File: src/verilog/cfg_fwd_defines.svh
// Constants of the configuration forwarding block
//
// Summary of operation
// Type 0 form is issued only toward a secondary bus, never on primary.
// Claim primary Type 1 for conversion when low bits 01 and bus equals secondary.
// Converted address gets low bits 00, bits 15..11 cleared, function/register kept.
// Device numbers 0..15 drive one-hot select on bit 16 plus device number.
// Device numbers 16..30 drive zero upper bits, command still forwarded.
// Device 31 function 7 register 0 write makes a special cycle, otherwise zero upper bits.
// No select asserted means missing target answer is a master abort.
// Type 1 to Type 0 reads and writes are delayed, one 32-bit transfer.
// Forward Type 1 unchanged when bus above secondary and not above subordinate.
// Forward write upstream when outside range and device, function all ones.
// Forwarded Type 1 writes are delayed transactions with a single transfer.
// Special cycles addressed to the bridge are ignored, never passed across.
// Write with all-ones device/function, register 0, matching bus makes special cycle.
// Special cycle replaces command, address and message data pass unchanged.
// Special cycle completes on master abort; next retry gets normal acknowledge.
// Multi-phase special-cycle write gets target disconnect in first data phase.
// Retried initiator repeats the identical access until it completes.
// Secondary port chosen by comparing bus number with each port's range.
`ifndef CFG_FWD_DEFINES_SVH
`define CFG_FWD_DEFINES_SVH

// Bus commands
`define CMD_CFG_RD  4'hA
`define CMD_CFG_WR  4'hB
`define CMD_SPECIAL 4'h1

// Address field positions
`define FLD_TYPE    1:0
`define FLD_REG     7:2
`define FLD_FUNC    10:8
`define FLD_DEV     15:11
`define FLD_BUS     23:16
`define FLD_IDSEL   31:16
`define FLD_KEEP    10:2

// Field values
`define TYPE1_CODE  2'h1
`define TYPE0_CODE  2'h0
`define DEV_ALL1    5'h1F
`define FUNC_ALL1   3'h7
`define REG_ZERO    6'h00
`define DEV_CLEAR   5'h00
`define IDSEL_NONE  16'h0000
`define IDSEL_ONE   16'h0001

`endif

File: src/verilog/cfg_fwd_pkg.sv
// Types shared by the configuration forwarding block
package cfg_fwd_pkg;

    typedef enum logic [1:0] {PORT_PRI, PORT_S1, PORT_S2} port_t;

    typedef enum logic [1:0] {ST_IDLE, ST_ISSUE, ST_HOLD} fsm_t;

    typedef enum logic [1:0] {END_NORMAL, END_RETRY, END_MABORT, END_TABORT} term_t;

    typedef struct packed {
        logic        valid;
        port_t       src;
        logic [31:0] addr;
        logic [3:0]  cmd;
        logic [31:0] data;
        logic        multi;
    } cfg_req_t;

    typedef struct packed {
        logic        valid;
        port_t       port;
        logic [31:0] addr;
        logic [3:0]  cmd;
        logic [31:0] data;
    } cfg_issue_t;

    typedef struct packed {
        logic        done;
        term_t       term;
        logic [31:0] data;
    } cfg_cpl_t;

    typedef struct packed {
        logic        valid;
        logic        claim;
        logic        retry;
        logic        trdy;
        logic        disc;
        logic        tabort;
        logic [31:0] data;
    } cfg_resp_t;

    typedef struct packed {
        logic [7:0] pri_bus;
        logic [7:0] s1_sec;
        logic [7:0] s1_sub;
        logic [7:0] s2_sec;
        logic [7:0] s2_sub;
    } bus_nums_t;

    typedef struct packed {
        fsm_t        fsm;
        cfg_req_t    held;
        cfg_issue_t  issue;
        logic        spc;
        term_t       res;
        logic [31:0] rdata;
        cfg_resp_t   resp;
        logic        rx_mabort;
    } state_t;

endpackage

File: src/verilog/cfg_fwd.sv
// Configuration transaction forwarding with one delayed transaction slot
`timescale 1ns/1ps
`default_nettype none
`include "cfg_fwd_defines.svh"

module cfg_fwd
(
    input  wire logic                   clk_i,
    input  wire logic                   reset_n_i,
    input  wire cfg_fwd_pkg::bus_nums_t bus_nums_i,
    input  wire cfg_fwd_pkg::cfg_req_t  req_i,
    output logic                        req_ready_o,
    output cfg_fwd_pkg::cfg_resp_t      resp_o,
    output cfg_fwd_pkg::cfg_issue_t     issue_o,
    input  wire cfg_fwd_pkg::cfg_cpl_t  cpl_i,
    output logic                        rx_mabort_o
);
    import cfg_fwd_pkg::*;

    state_t q;
    state_t d;

    // Decode results for the request of this cycle
    logic        dec_claim;
    port_t       dec_port;
    logic [31:0] dec_addr;
    logic [3:0]  dec_cmd;
    logic        dec_spc;

    logic [7:0]  bus;
    logic [4:0]  dev;
    logic [2:0]  func;
    logic [5:0]  regn;
    logic        is_t1;
    logic        is_cfg;
    logic        is_wr;
    logic        eq1;
    logic        eq2;
    logic        rng1;
    logic        rng2;
    logic        spc_fmt;
    logic [15:0] idsel;
    logic        same_req;

    // Address phase field split
    always_comb
    begin
        bus     = req_i.addr[`FLD_BUS];
        dev     = req_i.addr[`FLD_DEV];
        func    = req_i.addr[`FLD_FUNC];
        regn    = req_i.addr[`FLD_REG];
        is_t1   = (req_i.addr[`FLD_TYPE] == `TYPE1_CODE);
        is_wr   = (req_i.cmd == `CMD_CFG_WR);
        is_cfg  = is_wr || (req_i.cmd == `CMD_CFG_RD);
        spc_fmt = is_wr && (dev == `DEV_ALL1) && (func == `FUNC_ALL1) && (regn == `REG_ZERO);
        eq1     = (bus == bus_nums_i.s1_sec);
        eq2     = (bus == bus_nums_i.s2_sec);
        rng1    = (bus > bus_nums_i.s1_sec) && (bus <= bus_nums_i.s1_sub);
        rng2    = (bus > bus_nums_i.s2_sec) && (bus <= bus_nums_i.s2_sub);
    end

    // One-hot select from device number, none above 15
    always_comb
    begin
        if (dev[4])
        begin
            idsel = `IDSEL_NONE;
        end
        else
        begin
            idsel = `IDSEL_ONE << dev[3:0];
        end
    end

    // Forwarding decision; first port wins if ranges overlap
    always_comb
    begin
        dec_claim = 1'b0;
        dec_port  = PORT_PRI;
        dec_addr  = req_i.addr;
        dec_cmd   = req_i.cmd;
        dec_spc   = 1'b0;
        if (!req_i.valid || !is_t1 || !is_cfg)
        begin
            // Special cycle commands and Type 0 accesses stay unclaimed
            dec_claim = 1'b0;
        end
        else if (req_i.src == PORT_PRI)
        begin
            if (eq1 || rng1 || eq2 || rng2)
            begin
                dec_claim = 1'b1;
                dec_port  = (eq1 || rng1) ? PORT_S1 : PORT_S2;
                if ((eq1 || (!rng1 && eq2)) && spc_fmt)
                begin
                    // Address and message data untouched
                    dec_cmd = `CMD_SPECIAL;
                    dec_spc = 1'b1;
                end
                else if (eq1 || (!rng1 && eq2))
                begin
                    // Type 0 form only ever heads downstream
                    dec_addr = {idsel, `DEV_CLEAR, req_i.addr[`FLD_KEEP], `TYPE0_CODE};
                end
            end
        end
        else if (is_wr && (dev == `DEV_ALL1) && (func == `FUNC_ALL1))
        begin
            dec_port = PORT_PRI;
            if ((bus == bus_nums_i.pri_bus) && (regn == `REG_ZERO))
            begin
                dec_claim = 1'b1;
                dec_cmd   = `CMD_SPECIAL;
                dec_spc   = 1'b1;
            end
            else if (req_i.src == PORT_S1)
            begin
                dec_claim = (bus < bus_nums_i.s1_sec) || (bus > bus_nums_i.s1_sub);
            end
            else
            begin
                dec_claim = (bus < bus_nums_i.s2_sec) || (bus > bus_nums_i.s2_sub);
            end
        end
    end

    // A repeat must match the held source, address, command and, for writes, data
    always_comb
    begin
        same_req = (req_i.src == q.held.src) && (req_i.addr == q.held.addr)
                   && (req_i.cmd == q.held.cmd)
                   && ((req_i.cmd != `CMD_CFG_WR) || (req_i.data == q.held.data));
    end

    // Next state of the single delayed transaction slot
    always_comb
    begin
        d = q;
        d.resp      = '0;
        d.rx_mabort = 1'b0;
        d.resp.valid = req_i.valid;
        unique case (q.fsm)
            ST_IDLE:
            begin
                if (dec_claim)
                begin
                    // Accept as delayed, answer retry at once
                    d.held        = req_i;
                    d.spc         = dec_spc;
                    d.issue.valid = 1'b1;
                    d.issue.port  = dec_port;
                    d.issue.addr  = dec_addr;
                    d.issue.cmd   = dec_cmd;
                    d.issue.data  = req_i.data;
                    d.resp.claim  = 1'b1;
                    d.resp.retry  = 1'b1;
                    d.fsm         = ST_ISSUE;
                end
            end
            ST_ISSUE:
            begin
                // Slot busy: every claimable access is retried
                if (dec_claim)
                begin
                    d.resp.claim = 1'b1;
                    d.resp.retry = 1'b1;
                end
                if (cpl_i.done && (cpl_i.term != END_RETRY))
                begin
                    // One data transfer only, then slot holds result
                    d.issue.valid = 1'b0;
                    d.res         = cpl_i.term;
                    d.rdata       = cpl_i.data;
                    d.fsm         = ST_HOLD;
                    // Expected abort of a special cycle is not reported
                    d.rx_mabort   = (cpl_i.term == END_MABORT) && !q.spc;
                end
            end
            ST_HOLD:
            begin
                if (req_i.valid && same_req)
                begin
                    d.fsm = ST_IDLE;
                    if (q.spc || (q.res == END_NORMAL))
                    begin
                        // Special cycle answers with data acknowledge
                        d.resp.claim = 1'b1;
                        d.resp.trdy  = 1'b1;
                        d.resp.disc  = q.held.multi;
                        d.resp.data  = q.rdata;
                    end
                    else if (q.res == END_TABORT)
                    begin
                        d.resp.claim  = 1'b1;
                        d.resp.tabort = 1'b1;
                    end
                    else
                    begin
                        // No select line raised: abort reflected by no claim
                        d.resp.claim = 1'b0;
                    end
                end
                else if (dec_claim)
                begin
                    d.resp.claim = 1'b1;
                    d.resp.retry = 1'b1;
                end
            end
        endcase
    end

    // All state in one register
    always_ff @(posedge clk_i or negedge reset_n_i)
    begin
        if (!reset_n_i)
        begin
            q <= '0;
        end
        else
        begin
            q <= d;
        end
    end

    // Ready is tied high; other outputs come straight from the registered state
    assign req_ready_o = 1'b1;
    assign resp_o      = q.resp;
    assign issue_o     = q.issue;
    assign rx_mabort_o = q.rx_mabort;

endmodule

`default_nettype wire

File: config.mk
export PLATFORM = sky130hd
export DESIGN_NAME = cfg_fwd
export DESIGN_NICKNAME = d
export VERILOG_FILES = /design/src/verilog/cfg_fwd_pkg.sv /design/src/verilog/cfg_fwd.sv
export VERILOG_INCLUDE_DIRS = /design/src /design/src/verilog
export SDC_FILE = /design/constraint.sdc
export NUM_CORES = 1
export LEC_CHECK = 0
export ABC_AREA = 0
export BUFFER_PORTS_ARGS = -buffer_cell sky130_fd_sc_hd__buf_2
export CORE_MARGIN = 2
export CORE_UTILIZATION = 40
export CTS_CLUSTER_SIZE = 20
export DETAILED_ROUTE_END_ITERATION = 6
export PLACE_DENSITY = 0.66
export RECOVER_POWER = 100
export SLEW_MARGIN = 20
export SYNTH_ARGS = -nofsm -noshare
export SYNTH_HDL_FRONTEND = slang
export SYNTH_SLANG_ARGS = --single-unit
File: constraint.sdc
create_clock -name clk_i -period 2 [get_ports clk_i]
set_clock_uncertainty 0.1 [all_clocks]
set_input_delay 0 -clock clk_i [delete_from_list [all_inputs] [get_ports clk_i]]
set_output_delay 0 -clock clk_i [all_outputs]
set_load 0.1 [all_outputs]
# Word level (Yosys, flattened, before mapping)
# Index checks and enable logic that the tools add are counted.
# classes
order_cmp	8
eq_ne	22
shifts	1
mux	47
reduce_logical	40
# op_table
cell	n
two-way mux 32 bit	6
two-way mux 146 bit	1
two-way mux 35 bit	2
equality test 32 bit	2
> comparator 8 bit	4
equality test 8 bit	3
two-way mux 4 bit	6
two-way mux 1 bit	20
less-or-equal comparator 8 bit	2
< comparator 8 bit	2
two-way mux 16 bit	1
two-way mux 2 bit	8
<< shifter 1 x 4 -> 16 bit (first input constant)	1
logical AND 1 bit	14
logical OR 1 bit	11
equality test 4 bit (second input constant)	2
equality test 2 x 1 -> 1 bit (second input constant)	3
equality test 2 bit (second input constant)	3
zero test 2 bit	3
zero test 6 bit	1
inequality test 2 bit (second input constant)	3
one-hot mux 2 bit (3 select lines)	1
AND reduction 3 bit	2
equality test 5 bit (second input constant)	1
11 further kinds	16
# totals
regBits	187
in_bits	149
wordCells	140

# Longest topological paths before layout
# depth
word_depth	12
depth_mapped	12
mapped_depth_nobuf	10

# Worst setup path after synthesis
# No wires, ideal clock.
# synth_timing
path_type	input to register
from	input bus_nums_i[25] (netlist bit)
to	register q, in the netlist issue_o[13]
setup_time_ns	0.125
arrival_time_ns	2.382
t_required_ns	1.775
setup_slack_ns	-0.606
path_stages	10
n_path_buf	1
cell_sequence	inv_1 > ha_1 > nor2b_1 > o211ai_1 > a21oi_1 > o32a_1 > o41a_1 > o21ai_2 > buf_4 > mux2_2
# synth_via
elab_chain_len	9
elab_cells_between_ends	15
classes_between	order compare: 2; eq/ne: 1; mux: 6; reduce/logical: 6
# synth_lines
item	line	rtl
start, declared	cfg_fwd.sv:10	input wire cfg_fwd_pkg::bus_nums_t bus_nums_i,
> comparator 8 bit	cfg_fwd.sv:58	rng1 = (bus > bus_nums_i.s1_sec) && (bus <= bus_nums_i.s1_sub);
logical AND 1 bit	cfg_fwd.sv:58	
logical OR 1 bit (3 in series)	cfg_fwd.sv:90	if (eq1 || rng1 || eq2 || rng2)
two-way mux 1 bit	cfg_fwd.sv:90	
two-way mux 1 bit *	cfg_fwd.sv:88	else if (req_i.src == PORT_PRI)
two-way mux 1 bit *	cfg_fwd.sv:83	if (!req_i.valid || !is_t1 || !is_cfg)
AND reduction 2 bit (no source line) *	-	
end signal, assigned	cfg_fwd.sv:217	q <= '0;
end signal, assigned	cfg_fwd.sv:221	q <= d;
end, declared	cfg_fwd.sv:20	state_t q;
# Every way passes the cells marked *; elsewhere a longest branch is shown, timed or not.
# A chain may end at the register's enable or synchronous reset.

# Worst setup path after layout
# layout_timing
from	input bus_nums_i[25] (netlist bit)
to	register q[145] (netlist bit)
# The elaborated chain is that of the path after synthesis.

==> results.yml <==
final_layout:
  drive_gt1_share_pct: 51.1
  fin_nets: 1412
  area_growth_pct: 52.8
  final_area_mm2: 0.0144
flow_run:
  cap_violations: 0
logic_synthesis:
  ys_ff_latch: 177
  synth_edf_count: 0
  synth_fp_nets: 1013
  syn_inst: 829
  synth-main-ff-cell: "dfrtp_1"
  syn_area_mm2: 0.00941
  yosys_warnings: 0
  async_reset_ff_share_pct: 100
  postSynthAreaPerCell_um2: 11.3
  ys_seq_area_share_pct: 47.1
  yosysUniqueCellTypes: 59
grt:
  grt_start_max_net_pins: 76
  grt_pass1_vias: 7814
  grt_overflow_total: 0
  grt_pass1_wl_um: 41000
  antenna_found_initial: 5
  track_usage_pct: 21.7
power:
  power.density_mw_per_mm2: 700
  peakVddDrop_uv: 557
  p_leak_nw: 7.17
min_path:
  hp-start: "req_i[60]"
  worstHoldPathCells: 4
  hold_class: "in2reg"
  hold_path_end: "issue_o[59]$_DFFE_PN0P_"
detailed_routing:
  vias_per_cell: 4.84
  drcViolationCount: 0
  wl_per_cell_um: 18.1
  detail-route-antenna-nets: 0
  routed_wl_um: 28200
  drt-pass1-iter-count: 5
  drt_iter0_drc: 460
  vias: 7570
floorplan:
  rows: 56
  start_util_pct: 40.4
  io_pins: 260
  die_area_mm2: 0.0248
  die_x_um: 157
  die_h_um: 157
  core_mm2: 0.0233
cts:
  worstSkewPairLatency_ns: 0.43
  cts.path.max_buffers: 2
  cts_buffers: 17
  numClockSinks: 177
  htreeDepth: 4
  cts.clk_slew.worst_paths_ns: 0.07
  cts_tree: "built"
  cts-root-buf: "clkbuf_16"
worst_setup_path:
  crit_family: "compound AO/OA/AOI/OAI gates"
  crit_path_max_incr_delay_ns: 0.39
  cp-end-kind: "flop"
  path_buf_inv: 4
  cp_data_arrival_time_ns: 2.54
  crit_path_frequent_cell: "clkbuf_16"
  r2r_cells: 10
  r2r_end: "resp_o[7]$_DFF_PN0_"
  rrSetupSlack_ns: -0.32
  timing.rr.start: "issue_o[29]$_DFFE_PN0P_"
  critPathMaxFanout: 6
  cp_slowest_cell: "o41a_1"
  worst-endpoint-required_ns: 2.20
  cp-start-kind: "primary input"
  startpoint: "bus_nums_i[25]"
  path_cells: "buf_8 -> inv_6 -> ha_4 -> nor2b_1 -> o211ai_1 -> a21oi_2 -> o32a_1 -> o41a_1 -> o21ai_2 -> clkbuf_16 -> clkbuf_16 -> mux2_4"
  critPathKind: "in2reg"
sta:
  setup_violations: 168
  finalCritPeriodShare_pct: 117
  setup_slack_ns: -0.335
  max_freq_ghz: 0.428
  tightest_slew_ns: 1.23
  hold_viol_final: 0
  maxSlewHeadroom_pct: 18.2
  post-route-min-period_ns: 2.33
  slew_violations: 0
  rsz0062_at_grt: "true"
placed_design:
  place_ws_ns: -0.766
  hpwl_um: 17600
  placed_area_mm2: 0.0113
  portBuffers: 258
  gp_congestion: 0.810
outcome:
  violations: "negative setup slack"
  status: "complete, but fails checks"
==> tightest hold or removal path: stages <==
cell and delay (ns):
buf_4 0.17, buf_4 0.16, mux2i_2 0.07, o21ai_2 0.14
==> how the worst max path moves through the flow <==
stage / endpoint / slack (ns) / depth (start not counted)
floorplan: issue_o[13]$_DFFE_PN0P_ / -0.42 / 9
CTS: resp_o[10]$_DFF_PN0_ / -0.29 / 10
finish: q[145]$_DFFE_PN0P_ / -0.33 / 12
detailed placement: issue_o[57]$_DFFE_PN0P_ / -0.77 / 11
global route: resp_o[3]$_DFF_PN0_ / -0.41 / 10
global placement: issue_o[57]$_DFFE_PN0P_ / -0.72 / 11
==> stage by stage <==
step / utilization (%) / std cells / power, mW / hold WS, ns / TNS, ns
after floorplan: - / 829 / 5.66 / -0.396 / -38.00
after global placement: 48.5 / 1380 / 6.23 / -0.301 / -81.04
after detailed placement: 48.5 / 1380 / 6.28 / -0.302 / -85.72
after CTS: 60.3 / 1555 / 10.0 / -0.281 / -26.23
after global routing: 61.8 / 1563 / 10.5 / 0.0445 / -48.99
final: 61.8 / 1563 / 10.1 / 0.0443 / -37.04
==> layer usage <==
layer | track usage [%] | up-vias | part of all wire, %
met1 | 27.9 | 3748 | 43
met2 | 36.3 | 237 | 48
li1 | - | 3539 | -
met3 | 4.96 | 42 | 6.2
met4 | 6.88 | 4 | 2.1
met5 | 0 | - | 0.078
==> layout by cell type (no fill, tap or decap), drive strengths merged, types with 2 or more instances in the layout <==
| cell type | synthesis | layout |
|---|---|---|
| a221oi | 2 | 2 |
| nand3b | 2 | 2 |
| nor3 | 6 | 6 |
| dlygate4sd3 | 0 | 107 |
| or3b | 2 | 2 |
| nor2 | 25 | 25 |
| nand4 | 27 | 27 |
| inv | 36 | 47 |
| mux2i | 17 | 17 |
| a21o | 4 | 4 |
| nand3 | 6 | 6 |
| nand2 | 35 | 35 |
| o211ai | 4 | 4 |
| nand2b | 5 | 5 |
| ha | 35 | 35 |
| mux2 | 98 | 98 |
| and3 | 2 | 2 |
| xnor2 | 78 | 78 |
| a21oi | 13 | 13 |
| buf | 122 | 287 |
| o21ai | 38 | 38 |
| diode | 0 | 3 |
| a21boi | 3 | 3 |
| or3 | 3 | 3 |
| and4 | 2 | 2 |
| clkbuf | 12 | 138 |
| nor2b | 4 | 4 |
| and2 | 39 | 39 |
| nor4 | 9 | 9 |
| a211oi | 4 | 4 |
| dfrtp | 177 | 177 |
==> Yosys cell counts (5+ instances only) <==
library cell    n  area, um^2
mux2_1         31         349
o21ai_0        26         130
nand2_1        35         131
nand4_1        27         169
and2_1         39         244
a21oi_1        13        65.1
nand2b_1        5        31.3
dfrtp_1       177        4430
ha_1           35         438
mux2i_1        17         170
buf_4         121         908
clkbuf_1       12        45.0
mux2_2         67         754
inv_1          36         135
nand3_1         6        30.0
nor2_1         24        90.1
nor4_1          8        50.1
nor3_1          5        25.0
o21ai_1        11        55.1
xnor2_1        78         683
==> what timing repair did <==
action / 4_1_cts / 5_1_grt
hold endpoints to repair: 303 / 1
pin swaps: 47 / 47
cloned: 11 / 7
resized for setup: 139 / 106
buffers inserted: 31 / 7
hold buffers: 106 / 1
endpoints found under the setup margin: 134 / 141
==> logic make-up (layout without fill, tap and decap cells) <==
group,after synthesis,after routing,synth area share [%]
AO/OA/AOI/OAI,78,78,5.32
AND/OR/NAND/NOR,174,174,10.4
buffers and inverters,170,582,11.6
adder cells (fa/ha/maj),35,35,4.65
multiplexers,115,115,13.5
XOR/XNOR,79,79,7.35
flip-flops,177,177,47.1
other,1,4,0.0399
==> final cells by class <==
cell class	count	area, um^2
Sequential cell	177	4430
Timing Repair Buffer	514	3980
Clock buffer	18	439
Fill cell	1805	8880
Tap cell	319	399
Inverter	36	148
Antenna cell	3	7.51
Multi-Input combinational cell	482	4820
Clock inverter	14	158
==> registers in the layout, indices dropped and copies added, names as in the netlist <==
register / flops
rx_mabort_o: 1
issue_o: 62
resp_o: 38
q: 76
==> power breakdown <==
group / switching (mW) / internal, mW
clock network: 1.61 / 1.83
logic: 1.48 / 1.06
registers: 0.189 / 3.89
total: 3.28 / 6.78
Power figures use the tool's default switching activity.
